File: config.mk
export PLATFORM = sky130hd
export DESIGN_NAME = hism_irq_map
export DESIGN_NICKNAME = d
export VERILOG_FILES = /design/src/hdl/hism_pkg.sv /design/src/hdl/hism_irq_map.sv
export VERILOG_INCLUDE_DIRS = /design/src /design/src/hdl
export SDC_FILE = /design/constraint.sdc
export NUM_CORES = 1
export LEC_CHECK = 0
export ABC_CLOCK_PERIOD_IN_PS = 1500
export BUFFER_PORTS_ARGS = -buffer_cell sky130_fd_sc_hd__buf_2
export CAP_MARGIN = 10
export CORE_ASPECT_RATIO = 1.5
export CORE_UTILIZATION = 45
export DETAILED_ROUTE_END_ITERATION = 8
export PLACE_DENSITY_LB_ADDON = 0.05
export SLEW_MARGIN = 10
export SYNTH_ARGS = -nofsm -noshare
export SYNTH_HDL_FRONTEND = slang
export SYNTH_SLANG_ARGS = --single-unit
File: constraint.sdc
create_clock -name sys_clk -period 1.5 [get_ports sys_clk]
set_input_delay 0.075 -clock sys_clk [delete_from_list [all_inputs] [get_ports sys_clk]]
set_output_delay 0.075 -clock sys_clk [all_outputs]
set_load 0.02 [all_outputs]
File: src/hdl/hism_cfg.svh
// Address map, bit positions and reset values of the interrupt service map
`ifndef HISM_CFG_SVH
`define HISM_CFG_SVH
// ------------------------------------------------------------------
// Register addresses
// ------------------------------------------------------------------
`define HISM_ADDR_BLK_STAT_1     16'h0112
`define HISM_ADDR_BLK_STAT_0     16'h0113
`define HISM_ADDR_BLK_EN_1       16'h0116
`define HISM_ADDR_BLK_EN_0       16'h0117
`define HISM_ADDR_OP_SRC_STAT    16'h010b
`define HISM_ADDR_IND_RX_PATH    16'h0120
`define HISM_ADDR_IND_FRAMER     16'h0122
`define HISM_ADDR_IND_MAPPER     16'h0126
`define HISM_ADDR_IND_TX_CELL    16'h0127
`define HISM_ADDR_IND_RX_CELL    16'h0128
`define HISM_ADDR_IND_RX_PACKET  16'h012a
`define HISM_ADDR_IND_TX_PACKET  16'h012c
`define HISM_ADDR_TRN_STAT_2     16'h1109
`define HISM_ADDR_TRN_STAT_1     16'h110a
`define HISM_ADDR_TRN_STAT_0     16'h110b
// ------------------------------------------------------------------
// Block-level bit positions (byte 1 then byte 0 as one 16-bit word)
// ------------------------------------------------------------------
`define HISM_BIT_OP_CTRL    15
`define HISM_BIT_MAPPER     14
`define HISM_BIT_FRAMER     10
`define HISM_BIT_RX_CELL    7
`define HISM_BIT_RX_TOH     6
`define HISM_BIT_RX_PATH    5
`define HISM_BIT_RX_PACKET  4
`define HISM_BIT_TX_CELL    3
`define HISM_BIT_TX_PACKET  0
`define HISM_BLK_USED_MASK  16'hc4f9
// ------------------------------------------------------------------
// Reset values
// ------------------------------------------------------------------
`define HISM_RST_BYTE       8'h00
`define HISM_RST_WORD       16'h0000
`define HISM_RST_IRQ_N      1'b1
`endif

File: src/hdl/hism_pkg.sv
// Types shared by the interrupt service map
`default_nettype none
package hism_pkg;
    // Host access strobe group
    typedef struct packed {
        logic        rd;     // Read strobe, one cycle
        logic        wr;     // Write strobe, one cycle
        logic [15:0] addr;   // Byte address
        logic [7:0]  wdata;  // Write data
    } hism_req_t;
    // Source events, one-cycle pulses per bit
    typedef struct packed {
        logic [7:0] op_ctrl;  // Operation control sources
        logic [7:0] trn_2;    // Receive transport byte 2 sources
        logic [7:0] trn_1;    // Receive transport byte 1 sources
        logic [7:0] trn_0;    // Receive transport byte 0 sources
    } hism_evt_t;
    // Per-channel request levels of the seven channelized blocks
    typedef struct packed {
        logic [2:0] rx_cell;
        logic [2:0] rx_path;
        logic [2:0] rx_packet;
        logic [2:0] tx_cell;
        logic [2:0] tx_packet;
        logic [2:0] mapper;
        logic [2:0] framer;
    } hism_chan_t;
endpackage
`default_nettype wire

File: src/hdl/hism_irq_map.sv
// Hierarchical interrupt service map: block status, enables, indicators, clear-on-read sources
//
// Operation
// - Block-level status reports nine functional blocks
// - Operation source status held at 0x010B
// - Receive cell, path, packet indicators provided
// - Transmit cell, mapper, framer indicators provided
// - Three transport status bytes, descending addresses
// - Transmit packet block has channel indicator
// - Reading operation source status clears it
// - Reading transport status clears read byte
// - Block bit clears once sources cleared
// - Request output released when nothing pending
// - Indicator identifies exactly the requesting channel
// - Zero enable bit blocks that block's requests
// - Indicator bit one while channel requesting
`timescale 1ns/1ps
`default_nettype none
`include "hism_cfg.svh"
module hism_irq_map (
    input  wire logic                 sys_clk,
    input  wire logic                 rst_n,
    input  wire hism_pkg::hism_req_t  host_req,
    input  wire hism_pkg::hism_evt_t  src_evt,
    input  wire hism_pkg::hism_chan_t chan_req,
    output var  logic [7:0]           host_rdata,
    output var  logic                 host_rvalid,
    output var  logic                 irq_n
);
    import hism_pkg::*;

    // ------------------------------------------------------------------
    // Address decode
    // ------------------------------------------------------------------
    wire logic rd_op    = host_req.rd && (host_req.addr == `HISM_ADDR_OP_SRC_STAT);
    wire logic rd_trn2  = host_req.rd && (host_req.addr == `HISM_ADDR_TRN_STAT_2);
    wire logic rd_trn1  = host_req.rd && (host_req.addr == `HISM_ADDR_TRN_STAT_1);
    wire logic rd_trn0  = host_req.rd && (host_req.addr == `HISM_ADDR_TRN_STAT_0);
    wire logic wr_en1   = host_req.wr && (host_req.addr == `HISM_ADDR_BLK_EN_1);
    wire logic wr_en0   = host_req.wr && (host_req.addr == `HISM_ADDR_BLK_EN_0);

    // Only implemented block bits take a write; the others read back zero
    wire logic [15:0] en_mask  = `HISM_BLK_USED_MASK;            // Writable enable bits
    wire logic [7:0]  en_wr_hi = host_req.wdata & en_mask[15:8];
    wire logic [7:0]  en_wr_lo = host_req.wdata & en_mask[7:0];

    // ------------------------------------------------------------------
    // Storage
    // ------------------------------------------------------------------
    logic [15:0] blk_en_q;        // Block enables, bytes 1:0
    logic [7:0]  op_stat_q;       // Operation source status, clear on read
    logic [7:0]  trn_q [3];       // Transport status bytes 0..2, clear on read
    logic [7:0]  trn_d [3];       // Next transport status
    logic [7:0]  op_stat_d;       // Next operation status
    logic [7:0]  trn_evt [3];     // Transport events by byte index
    logic        trn_rd [3];      // Transport read strobes by byte index

    assign trn_evt[0] = src_evt.trn_0;
    assign trn_evt[1] = src_evt.trn_1;
    assign trn_evt[2] = src_evt.trn_2;
    assign trn_rd[0]  = rd_trn0;
    assign trn_rd[1]  = rd_trn1;
    assign trn_rd[2]  = rd_trn2;

    // Clear on read, but a new event in the read cycle survives the clear
    assign op_stat_d = (rd_op ? `HISM_RST_BYTE : op_stat_q) | src_evt.op_ctrl;

    // ------------------------------------------------------------------
    // Transport status bytes, one per generate entry
    // ------------------------------------------------------------------
    genvar gi;
    generate
        for (gi = 0; gi < 3; gi++) begin : g_trn
            assign trn_d[gi] = (trn_rd[gi] ? `HISM_RST_BYTE : trn_q[gi]) | trn_evt[gi];
            // Byte register, cleared by its own read only
            always_ff @(posedge sys_clk) begin
                if (!rst_n) begin
                    trn_q[gi] <= `HISM_RST_BYTE;
                end else begin
                    trn_q[gi] <= trn_d[gi];
                end
            end
        end
    endgenerate

    // Source status and enables
    always_ff @(posedge sys_clk) begin
        if (!rst_n) begin
            op_stat_q <= `HISM_RST_BYTE;
            blk_en_q  <= `HISM_RST_WORD;
        end else begin
            op_stat_q <= op_stat_d;
            if (wr_en1) begin
                // Byte 1 write, masked to implemented bits
                blk_en_q[15:8] <= en_wr_hi;
            end
            if (wr_en0) begin
                // Byte 0 write, masked to implemented bits
                blk_en_q[7:0] <= en_wr_lo;
            end
        end
    end

    // ------------------------------------------------------------------
    // Block-level status, derived live from the sources below it
    // ------------------------------------------------------------------
    // Deriving it rather than latching it means a block bit falls in the
    // same cycle that its last source register clears, with no extra handshake.
    logic [15:0] blk_stat;  // Raw block-level requests
    always_comb begin
        blk_stat = `HISM_RST_WORD;
        blk_stat[`HISM_BIT_OP_CTRL]   = |op_stat_q;
        blk_stat[`HISM_BIT_RX_TOH]    = |trn_q[0] | |trn_q[1] | |trn_q[2];
        blk_stat[`HISM_BIT_MAPPER]    = |chan_req.mapper;
        blk_stat[`HISM_BIT_FRAMER]    = |chan_req.framer;
        blk_stat[`HISM_BIT_RX_CELL]   = |chan_req.rx_cell;
        blk_stat[`HISM_BIT_RX_PATH]   = |chan_req.rx_path;
        blk_stat[`HISM_BIT_RX_PACKET] = |chan_req.rx_packet;
        blk_stat[`HISM_BIT_TX_CELL]   = |chan_req.tx_cell;
        blk_stat[`HISM_BIT_TX_PACKET] = |chan_req.tx_packet;
    end

    // Status gated by enables; disabled blocks cannot request
    wire logic [15:0] blk_gated = blk_stat & blk_en_q;
    wire logic        irq_d_n   = ~|blk_gated;

    // Request output, released when nothing enabled is pending
    always_ff @(posedge sys_clk) begin
        if (!rst_n) begin
            irq_n <= `HISM_RST_IRQ_N;
        end else begin
            irq_n <= irq_d_n;
        end
    end

    // ------------------------------------------------------------------
    // Read multiplexer
    // ------------------------------------------------------------------
    logic [7:0] rd_mux;  // Selected read value
    always_comb begin
        case (host_req.addr)
            `HISM_ADDR_BLK_STAT_1:    rd_mux = blk_gated[15:8];
            `HISM_ADDR_BLK_STAT_0:    rd_mux = blk_gated[7:0];
            `HISM_ADDR_BLK_EN_1:      rd_mux = blk_en_q[15:8];
            `HISM_ADDR_BLK_EN_0:      rd_mux = blk_en_q[7:0];
            `HISM_ADDR_OP_SRC_STAT:   rd_mux = op_stat_q;
            `HISM_ADDR_IND_RX_CELL:   rd_mux = {5'h0, chan_req.rx_cell};
            `HISM_ADDR_IND_RX_PATH:   rd_mux = {5'h0, chan_req.rx_path};
            `HISM_ADDR_IND_RX_PACKET: rd_mux = {5'h0, chan_req.rx_packet};
            `HISM_ADDR_IND_TX_CELL:   rd_mux = {5'h0, chan_req.tx_cell};
            `HISM_ADDR_IND_MAPPER:    rd_mux = {5'h0, chan_req.mapper};
            `HISM_ADDR_IND_FRAMER:    rd_mux = {5'h0, chan_req.framer};
            `HISM_ADDR_IND_TX_PACKET: rd_mux = {5'h0, chan_req.tx_packet};
            `HISM_ADDR_TRN_STAT_2:    rd_mux = trn_q[2];
            `HISM_ADDR_TRN_STAT_1:    rd_mux = trn_q[1];
            `HISM_ADDR_TRN_STAT_0:    rd_mux = trn_q[0];
            default:                  rd_mux = `HISM_RST_BYTE;            // Unmapped reads zero
        endcase
    end

    // Read data registered; shows pre-clear contents of clear-on-read bytes
    always_ff @(posedge sys_clk) begin
        if (!rst_n) begin
            host_rdata  <= `HISM_RST_BYTE;
            host_rvalid <= 1'b0;
        end else begin
            host_rdata  <= host_req.rd ? rd_mux : host_rdata;
            host_rvalid <= host_req.rd;
        end
    end

    // ------------------------------------------------------------------
    // Checks
    // ------------------------------------------------------------------
    AST_OP_CLEAR: assert property (@(posedge sys_clk) disable iff (!rst_n)
        rd_op && src_evt.op_ctrl == 8'h00 |=> op_stat_q == 8'h00)
        else $error("operation status not cleared by read");
    AST_OP_SETWIN: assert property (@(posedge sys_clk) disable iff (!rst_n)
        src_evt.op_ctrl != 8'h00 |=> (op_stat_q & $past(src_evt.op_ctrl)) == $past(src_evt.op_ctrl))
        else $error("operation event lost");
    AST_TRN_CLEAR: assert property (@(posedge sys_clk) disable iff (!rst_n)
        rd_trn1 && src_evt.trn_1 == 8'h00 |=> trn_q[1] == 8'h00)
        else $error("transport byte not cleared by read");
    AST_TRN_KEEP: assert property (@(posedge sys_clk) disable iff (!rst_n)
        !rd_trn2 |=> (trn_q[2] & $past(trn_q[2])) == $past(trn_q[2]))
        else $error("transport byte lost bits without read");
    AST_EN_GATE: assert property (@(posedge sys_clk) disable iff (!rst_n)
        blk_en_q == 16'h0000 |=> irq_n)
        else $error("disabled blocks raised request");
    AST_IRQ_ASSERT: assert property (@(posedge sys_clk) disable iff (!rst_n)
        (blk_stat & blk_en_q) != 16'h0000 |=> !irq_n)
        else $error("request not asserted");
    AST_RELEASE: assert property (@(posedge sys_clk) disable iff (!rst_n)
        rd_op && blk_en_q[`HISM_BIT_OP_CTRL] && src_evt.op_ctrl == 8'h00
        && (blk_stat & blk_en_q) == 16'h8000 |=> ##1 irq_n)
        else $error("request not released after clear");
    AST_IND_READ: assert property (@(posedge sys_clk) disable iff (!rst_n)
        host_req.rd && host_req.addr == `HISM_ADDR_IND_MAPPER
        |=> host_rvalid && host_rdata == {5'h0, $past(chan_req.mapper)})
        else $error("indicator read mismatch");
    AST_BLK_TOH: assert property (@(posedge sys_clk) disable iff (!rst_n)
        (trn_q[0] | trn_q[1] | trn_q[2]) == 8'h00 |-> !blk_stat[`HISM_BIT_RX_TOH])
        else $error("block bit stuck after sources cleared");

    // ------------------------------------------------------------------
    // Checks: clear-on-read sources
    // ------------------------------------------------------------------
    // Unread operation status keeps every bit it holds
    AST_OP_KEEP: assert property (@(posedge sys_clk) disable iff (!rst_n)
        !rd_op |=> (op_stat_q & $past(op_stat_q)) == $past(op_stat_q))
        else $error("operation status lost bits without read");

    // Block bit falls with its cleared operation sources
    AST_BLK_OP_CLEAR: assert property (@(posedge sys_clk) disable iff (!rst_n)
        rd_op && src_evt.op_ctrl == 8'h00 |=> !blk_stat[`HISM_BIT_OP_CTRL])
        else $error("operation block bit stuck after read");

    // Transport byte 0 clears on its own read
    AST_TRN0_CLEAR: assert property (@(posedge sys_clk) disable iff (!rst_n)
        rd_trn0 && src_evt.trn_0 == 8'h00 |=> trn_q[0] == 8'h00)
        else $error("transport byte 0 not cleared by read");

    // Transport byte 2 clears on its own read
    AST_TRN2_CLEAR: assert property (@(posedge sys_clk) disable iff (!rst_n)
        rd_trn2 && src_evt.trn_2 == 8'h00 |=> trn_q[2] == 8'h00)
        else $error("transport byte 2 not cleared by read");

    // A transport event in a read cycle survives the clear
    AST_TRN_SETWIN: assert property (@(posedge sys_clk) disable iff (!rst_n)
        src_evt.trn_1 != 8'h00 |=> (trn_q[1] & $past(src_evt.trn_1)) == $past(src_evt.trn_1))
        else $error("transport event lost");

    // Any transport event raises the transport block bit next cycle
    AST_TOH_SET: assert property (@(posedge sys_clk) disable iff (!rst_n)
        (src_evt.trn_0 | src_evt.trn_1 | src_evt.trn_2) != 8'h00 |=> blk_stat[`HISM_BIT_RX_TOH])
        else $error("transport block bit not raised");

    // ------------------------------------------------------------------
    // Checks: enables and request output
    // ------------------------------------------------------------------
    // Unimplemented enable bits never hold a one
    AST_EN_MASK: assert property (@(posedge sys_clk) disable iff (!rst_n)
        (blk_en_q & ~`HISM_BLK_USED_MASK) == 16'h0000)
        else $error("unimplemented enable bit set");

    // Byte 0 write keeps only implemented bits
    AST_EN_WRITE_LO: assert property (@(posedge sys_clk) disable iff (!rst_n)
        wr_en0 |=> blk_en_q[7:0] == ($past(host_req.wdata) & 8'(`HISM_BLK_USED_MASK)))
        else $error("enable byte 0 write mismatch");

    // Byte 1 write keeps only implemented bits
    AST_EN_WRITE_HI: assert property (@(posedge sys_clk) disable iff (!rst_n)
        wr_en1 |=> blk_en_q[15:8] == ($past(host_req.wdata) & 8'(`HISM_BLK_USED_MASK >> 8)))
        else $error("enable byte 1 write mismatch");

    // Enables change only on their own writes
    AST_EN_HOLD: assert property (@(posedge sys_clk) disable iff (!rst_n)
        !wr_en1 && !wr_en0 |=> $stable(blk_en_q))
        else $error("enables changed without write");

    // An enabled channelized block alone pulls the request low
    AST_IRQ_MAPPER: assert property (@(posedge sys_clk) disable iff (!rst_n)
        blk_en_q[`HISM_BIT_MAPPER] && chan_req.mapper != 3'h0 |=> !irq_n)
        else $error("mapper request not raised");

    // Nothing enabled pending means the request is released
    AST_IRQ_IDLE: assert property (@(posedge sys_clk) disable iff (!rst_n)
        (blk_stat & blk_en_q) == 16'h0000 |=> irq_n)
        else $error("request held with nothing pending");

    // ------------------------------------------------------------------
    // Checks: read path
    // ------------------------------------------------------------------
    // Every read is answered exactly one cycle later
    AST_RVALID: assert property (@(posedge sys_clk) disable iff (!rst_n)
        host_req.rd |=> host_rvalid)
        else $error("read not answered");

    // No answer without a read
    AST_RVALID_ONE: assert property (@(posedge sys_clk) disable iff (!rst_n)
        !host_req.rd |=> !host_rvalid)
        else $error("answer without read");

    // Read data holds between reads
    AST_RDATA_HOLD: assert property (@(posedge sys_clk) disable iff (!rst_n)
        !host_req.rd |=> $stable(host_rdata))
        else $error("read data changed without read");

    // Receive cell indicator names the requesting channels
    AST_IND_RXCELL: assert property (@(posedge sys_clk) disable iff (!rst_n)
        host_req.rd && host_req.addr == `HISM_ADDR_IND_RX_CELL
        |=> host_rdata == {5'h0, $past(chan_req.rx_cell)})
        else $error("receive cell indicator mismatch");

    // Framer indicator names the requesting channels
    AST_IND_FRAMER: assert property (@(posedge sys_clk) disable iff (!rst_n)
        host_req.rd && host_req.addr == `HISM_ADDR_IND_FRAMER
        |=> host_rdata == {5'h0, $past(chan_req.framer)})
        else $error("framer indicator mismatch");

    // Transmit packet indicator names the requesting channels
    AST_IND_TXPKT: assert property (@(posedge sys_clk) disable iff (!rst_n)
        host_req.rd && host_req.addr == `HISM_ADDR_IND_TX_PACKET
        |=> host_rdata == {5'h0, $past(chan_req.tx_packet)})
        else $error("transmit packet indicator mismatch");
endmodule
`default_nettype wire

# Yosys cells after proc, flatten, opt, wreduce, memory -nomap -nowiden
# Memory sizes are Yosys's and may differ from the RTL's.
# Index checks and enable logic that the tools add are counted.
dict set report word_totals {
  regBits 27
  ramBits 24
  input_bits 81
  out_inout_bits 10
  word_cells 61
  mem_count 1
}
dict set report op_classes {
  eq_ne 15
  n_mux 10
  bitwise_logic 10
  reduce_logical 19
}
# name depth width read_ports rd_ports_with_merged_regs write_ports line_no
set mem_list {}
lappend mem_list {trn_q 3 8 3 0 3 hism_irq_map.sv:52} ;# logic [7:0] trn_q [3];
# cell count
set op_table {}
lappend op_table {{$eq 16x9->1 const B} 12}
lappend op_table {{$pmux 8 s15} 1}
lappend op_table {{$mux 8} 7}
lappend op_table {{$eq 16x13->1 const B} 3}
lappend op_table {{$or 8x8->8} 4}
lappend op_table {{$reduce_or 8->1} 4}
lappend op_table {{$reduce_or 3->1} 7}
lappend op_table {{$and 16x16->16} 1}
lappend op_table {{$reduce_or 16->1} 1}
lappend op_table {{$logic_and 1x1->1} 6}
lappend op_table {{$or 1x1->1} 5}
lappend op_table {{$mux 1} 2}
lappend op_table {{$logic_not 1->1} 1}

# Longest topological paths before layout
# An unclocked memory read counts as a cell.
dict set report logic_depth {
  ltp_word 7
  ltp_mapped 7
  depth_no_buf 5
}

# Worst setup path before layout
# Ideal clock, no wire load.
dict set report synth_path {
  path_kind {input to register}
  from {input port host_req[8] (netlist bit)}
  to {register host_rdata[7]}
  setup_time_ns 0.144
  t_arrival_ns 1.458
  required_time_ns 1.356
  slack_ns -0.102
  cell_stages 6
  n_path_buf 2
  path_cell_list {clkbuf_1 > buf_2 > mux2_2 > a22o_1 > a222oi_1 > a221oi_1}
}
dict set report synth_between {
  elab_chain_cells 2
  word_cells_on_any_way 16
  cone_classes {eq/ne (15); mux (1)}
}
# element line_no
set synth_lines {}
lappend synth_lines {{start: declaration} hism_irq_map.sv:23} ;# input wire hism_pkg::hism_req_t host_req,
lappend synth_lines {{$eq 16x13->1 or $eq 16x9->1 (tied branches)} hism_irq_map.sv:141} ;# case (host_req.addr)
lappend synth_lines {{$pmux 8 s15 *} hism_irq_map.sv:141}
lappend synth_lines {{end signal: assignment} hism_irq_map.sv:164} ;# host_rdata <= `HISM_RST_BYTE;
lappend synth_lines {{end signal: assignment} hism_irq_map.sv:167} ;# host_rdata <= host_req.rd ? rd_mux : host_rdata;
lappend synth_lines {{end: declaration} hism_irq_map.sv:26} ;# output var logic [7:0] host_rdata,
# Every way passes the cells marked *; elsewhere a longest branch is shown, timed or not.
# A chain may end at the register's enable or synchronous reset.

# Worst setup path after layout
dict set report layout_path {
  from {register op_stat_q[3]}
  to {register host_rdata[7]}
}
dict set report layout_between {
  elab_chain_cells 3
}
# element line_no
set layout_lines {}
lappend layout_lines {{start: declaration} hism_irq_map.sv:51} ;# logic [7:0] op_stat_q;
lappend layout_lines {{start signal: assignment} hism_irq_map.sv:89} ;# op_stat_q <= `HISM_RST_BYTE;
lappend layout_lines {{start signal: assignment} hism_irq_map.sv:92} ;# op_stat_q <= op_stat_d;
lappend layout_lines {{$reduce_or 8->1} hism_irq_map.sv:112} ;# blk_stat[`HISM_BIT_OP_CTRL] = |op_stat_q;
lappend layout_lines {{$and 16x16->16} hism_irq_map.sv:124} ;# wire logic [15:0] blk_gated = blk_stat & blk_en_q;
lappend layout_lines {{$pmux 8 s15} hism_irq_map.sv:141}
# No other way between the ends.

==> impl_metrics.csv <==
group,metric,value,unit
run_status,run_status,"finished with violations",
run_status,failed_checks,"negative setup slack",
global_route,globalRouteOverflowTotal,0,
route,via_per_inst,5.770,
finish,layout.nets,629,
critical_path,path_max_fanout,2,
clocking,cts_sinks,51,
finish,post-route-util,0.7694,
critical_path,worst_setup_path_start_kind,"flip-flop",
critical_path,timing.critical_path.required,1.68,ns
route,via_count,3583,
yosys,synth-seq-area-share,0.3636,
sta,setup_violation_total_in_the_final_timing_report,1,
finish,leading_cell_type_in_the_layout_fill_and_taps_excluded,"sky130_fd_sc_hd__buf_4",
power_and_ir_drop,peakVddDrop,0.6284,mV
sta,slew-limit-headroom,0.6916,
critical_path,path_delay_family,"compound AO/OA/AOI/OAI gates",
sta,timing.fmax,0.6537,GHz
global_route,vias_in_the_first_global_route,3524,
yosys,synth_top_family_by_area,"simple AND/OR/NAND/NOR gates",
sta,slew_violations,0,
floorplan,dieHeight,98.74,µm
route,post_route_drc,0,
clocking,clock_tree_from_tritoncts,"done",
global_route,antenna_found_initial,0,
global_route,grt_max_degree,47,
floorplan,dieArea,6566,µm²
finish,layout-drive-gt1-share,0.4171,
worst_hold_path,holdCritStartpoint,"src_evt[24]",
finish,final_cell_area,4549,µm²
clocking,cts.root.buffer_cell,"sky130_fd_sc_hd__clkbuf_8",
finish,fillers,453,
place,placedInstanceArea,3974,µm²
power_and_ir_drop,power_leakage,2.038,nW
clocking,cts.path.max_buffers,2,
sta,finalWorstPathRequiredPeriod,1.530,ns
critical_path,timing.setup.critical_path_class,"flip-flop to flip-flop",
critical_path,worst-endpoint-arrival,1.71,ns
critical_path,critPathSlowestCell,"sky130_fd_sc_hd__dfxtp_2",
route,routed_wl,10870,µm
critical_path,worst-r2r-cell-count,5,
place,routabilityCongestion,0.9421,
sta,timing.clock.skew,0.007865,ns
sta,post-route-worst-setup-slack,-0.02966,ns
critical_path,critical_path_buf_inv_count,0,
yosys,synth_area_per_cell,8.210,µm²
critical_path,max_stage_delay,0.34,ns
critical_path,worst_r2r_endpoint,"host_rdata[7]",
sta,timing_worst_slew_pin_value,0.4586,ns
critical_path,path_cells,"nor4_2 -> nand2_1 -> o21a_1 -> a222oi_1 -> a221oi_1",
route,avgRoutedWirePerCell,17.50,µm
route,drtPass1Iterations,5,
yosys,synth.area.mux_share,0.07487,
finish,most-common-layout-cells,"sky130_fd_sc_hd__buf_4, sky130_fd_sc_hd__buf_2, sky130_fd_sc_hd__nor2_1",
yosys,postSynth.topFlopCell,"sky130_fd_sc_hd__dfxtp_1",
yosys,synth-xor-area-share,0,
yosys,mappedNetlistNets,423,
yosys,synth_top_area_frac,0.3636,
route,detail_route.iter0.violations,242,
worst_hold_path,endpoint_with_the_worst_hold_slack,"op_stat_q[0]",
power_and_ir_drop,power_density_relative_to_cell_area,661.8,nW/µm²
floorplan,core-area,5913,µm²
sta,final_cycle_share,1.020,
yosys,ranking_of_synthesized_cells_by_area,"sky130_fd_sc_hd__dfxtp_1, sky130_fd_sc_hd__nor2_1, sky130_fd_sc_hd__a21oi_1, sky130_fd_sc_hd__mux2i_1, sky130_fd_sc_hd__mux2_2",
floorplan,core.rowCount,34,
critical_path,cp-end-kind,"flip-flop",
critical_path,r2r-start,"op_stat_q[3]",
yosys,synth-compound-area-share,0.2366,
clocking,cts_made_buffers,5,
clocking,clock_insertion_delay_worst_skew,0.31,ns
global_route,grt_first_pass_wirelength,16330,µm
yosys,post_synth_and_or_nand_nor_area_fraction,0.2807,
worst_hold_path,min_path_type,"input pin to flip-flop",
yosys,synth-edff-count,0,
yosys,ys_ff_latch,51,
yosys,yosys_warnings,0,
flow_run,number_of_maximum_capacitance_constraint_violations,0,
place,place.port_buffers,89,
yosys,syn_area,2808,µm²
finish,diodes,0,
finish,area_delta_synth_final,62.03,%
yosys,post-synth-top-area-cell,"sky130_fd_sc_hd__dfxtp_1",
floorplan,ioPinCount,91,
place,detailed_place_hpwl,8136,µm
yosys,synth_adder_area_share,0,
global_route,grt_use_total,0.3343,
critical_path,ff2ff_setup_slack,-0.03,ns
clocking,clkSlewWorstSetupHoldPaths,0.10,ns
yosys,synthDistinctLibCells,58,
clocking,h-tree-depth,2,
route,ant_nets,0,
yosys,synthArstFlopShare,0,
yosys,synth_cells,342,
floorplan,initial_core_util,0.4748,
worst_hold_path,hold_depth,3,
sta,rsz0062_at_grt,"true",
floorplan,floorplan.die.width,66.50,µm
sta,hold_viol,0,
worst reg2reg max path, delay by kind of cell (launching register included):
kind | cells | cell delay (ns)
AOI/OAI and AO/OA | 3 | 0.64
DFF | 1 | 0.34
and+or+nand+nor | 2 | 0.42
final cells by class:
type / instances / area, µm² / area share
Clock buffer: 6 / 72.57 / 0.01595
Inverter: 5 / 18.77 / 0.004125
Tap cell: 72 / 90.09 / 0.01980
Timing Repair Buffer: 222 / 1535 / 0.3375
Clock inverter: 2 / 16.27 / 0.003575
Sequential cell: 51 / 1026 / 0.2255
Multi-Input combinational cell: 263 / 1790 / 0.3936
per-layer routing:
| layer | part of all wire | vias up | track usage |
|---|---|---|---|
| li1 | - | 1712 | - |
| met1 | 0.35 | 1685 | 0.3379 |
| met2 | 0.54 | 149 | 0.6272 |
| met3 | 0.057 | 37 | 0.04861 |
| met4 | 0.051 | 0 | 0.1849 |
| met5 | 0 | - | 0 |
metrics by stage:
step	setup WS [ns]	cells	power [mW]	setup TNS [ns]	hold slack (ns)
floorplan	-0.003534	342	1.735	-0.003534	0.1461
global placement	-0.2524	578	2.091	-6.690	0.2780
detailed placement	-0.2570	578	2.097	-7.702	0.2852
CTS	-0.07201	622	2.974	-0.1062	0.01489
global route	-0.09933	621	3.125	-0.09978	0.02111
finish	-0.02966	621	3.011	-0.02966	0.01579
cells in the mapped netlist (2+ instances only):
cell type	count
sky130_fd_sc_hd__nor2b_1	8
sky130_fd_sc_hd__mux2i_1	12
sky130_fd_sc_hd__a31oi_1	5
sky130_fd_sc_hd__o22ai_1	4
sky130_fd_sc_hd__a2bb2oi_1	3
sky130_fd_sc_hd__a32o_1	2
sky130_fd_sc_hd__nor3_1	2
sky130_fd_sc_hd__nand4_1	9
sky130_fd_sc_hd__or4_1	2
sky130_fd_sc_hd__nand2_1	23
sky130_fd_sc_hd__nor4b_1	3
sky130_fd_sc_hd__a221oi_1	7
sky130_fd_sc_hd__and2_1	2
sky130_fd_sc_hd__buf_2	9
sky130_fd_sc_hd__a22o_1	3
sky130_fd_sc_hd__dfxtp_1	51
sky130_fd_sc_hd__and3_1	3
sky130_fd_sc_hd__inv_1	5
sky130_fd_sc_hd__o311a_1	2
sky130_fd_sc_hd__a21oi_1	36
sky130_fd_sc_hd__and4_1	3
sky130_fd_sc_hd__o32ai_1	2
sky130_fd_sc_hd__o31a_1	2
sky130_fd_sc_hd__nor3b_1	2
sky130_fd_sc_hd__nor2_1	53
sky130_fd_sc_hd__a211oi_1	3
sky130_fd_sc_hd__or3_1	2
sky130_fd_sc_hd__mux2_2	8
sky130_fd_sc_hd__o31ai_1	6
sky130_fd_sc_hd__clkbuf_1	12
sky130_fd_sc_hd__nor4_1	11
sky130_fd_sc_hd__nand3_1	11
sky130_fd_sc_hd__o2111ai_1	2
sky130_fd_sc_hd__a22oi_1	5
sky130_fd_sc_hd__o21ai_0	5
sky130_fd_sc_hd__and4b_1	2
state kept, by name, indices dropped and copies added (netlist names):
signal / count
op_stat_q: 8
blk_en_q: 9
trn_q: 24
host_rvalid: 1
irq_n: 1
host_rdata: 8
cell families after synthesis:
kind of cell	count (synthesis)
muxes	20
and+or+nand+nor	146
DFF	51
AOI/OAI and AO/OA	97
buffers and inverters	28
how the worst max path moves through the flow:
stage / startpoint / end / slack (ns) / cells after the start
floorplan: host_req[10] / host_rdata[7] / -0.004 / 6
global placement: host_req[13] / host_rdata[6] / -0.25 / 8
detailed placement: host_req[13] / host_rdata[6] / -0.26 / 8
CTS: op_stat_q[6] / host_rdata[7] / -0.07 / 5
global route: op_stat_q[3] / host_rdata[7] / -0.1 / 5
finish: op_stat_q[3] / host_rdata[7] / -0.03 / 5
report_power, final:
group	total, mW	internal [mW]	switching, mW
sequential	1.47	1.42	0.0517
combinational	0.719	0.402	0.317
clock	0.819	0.336	0.483
total	3.01	2.16	0.852
timing repair:
item,in CTS,in global routing
resized for setup,7,21
endpoints found under the setup margin,4,11
buffers inserted,1,1
hold buffers,35,0
endpoints found under the hold margin,35,0
pin swaps,7,14
No activity file was read; power rests on OpenSTA's default activity.
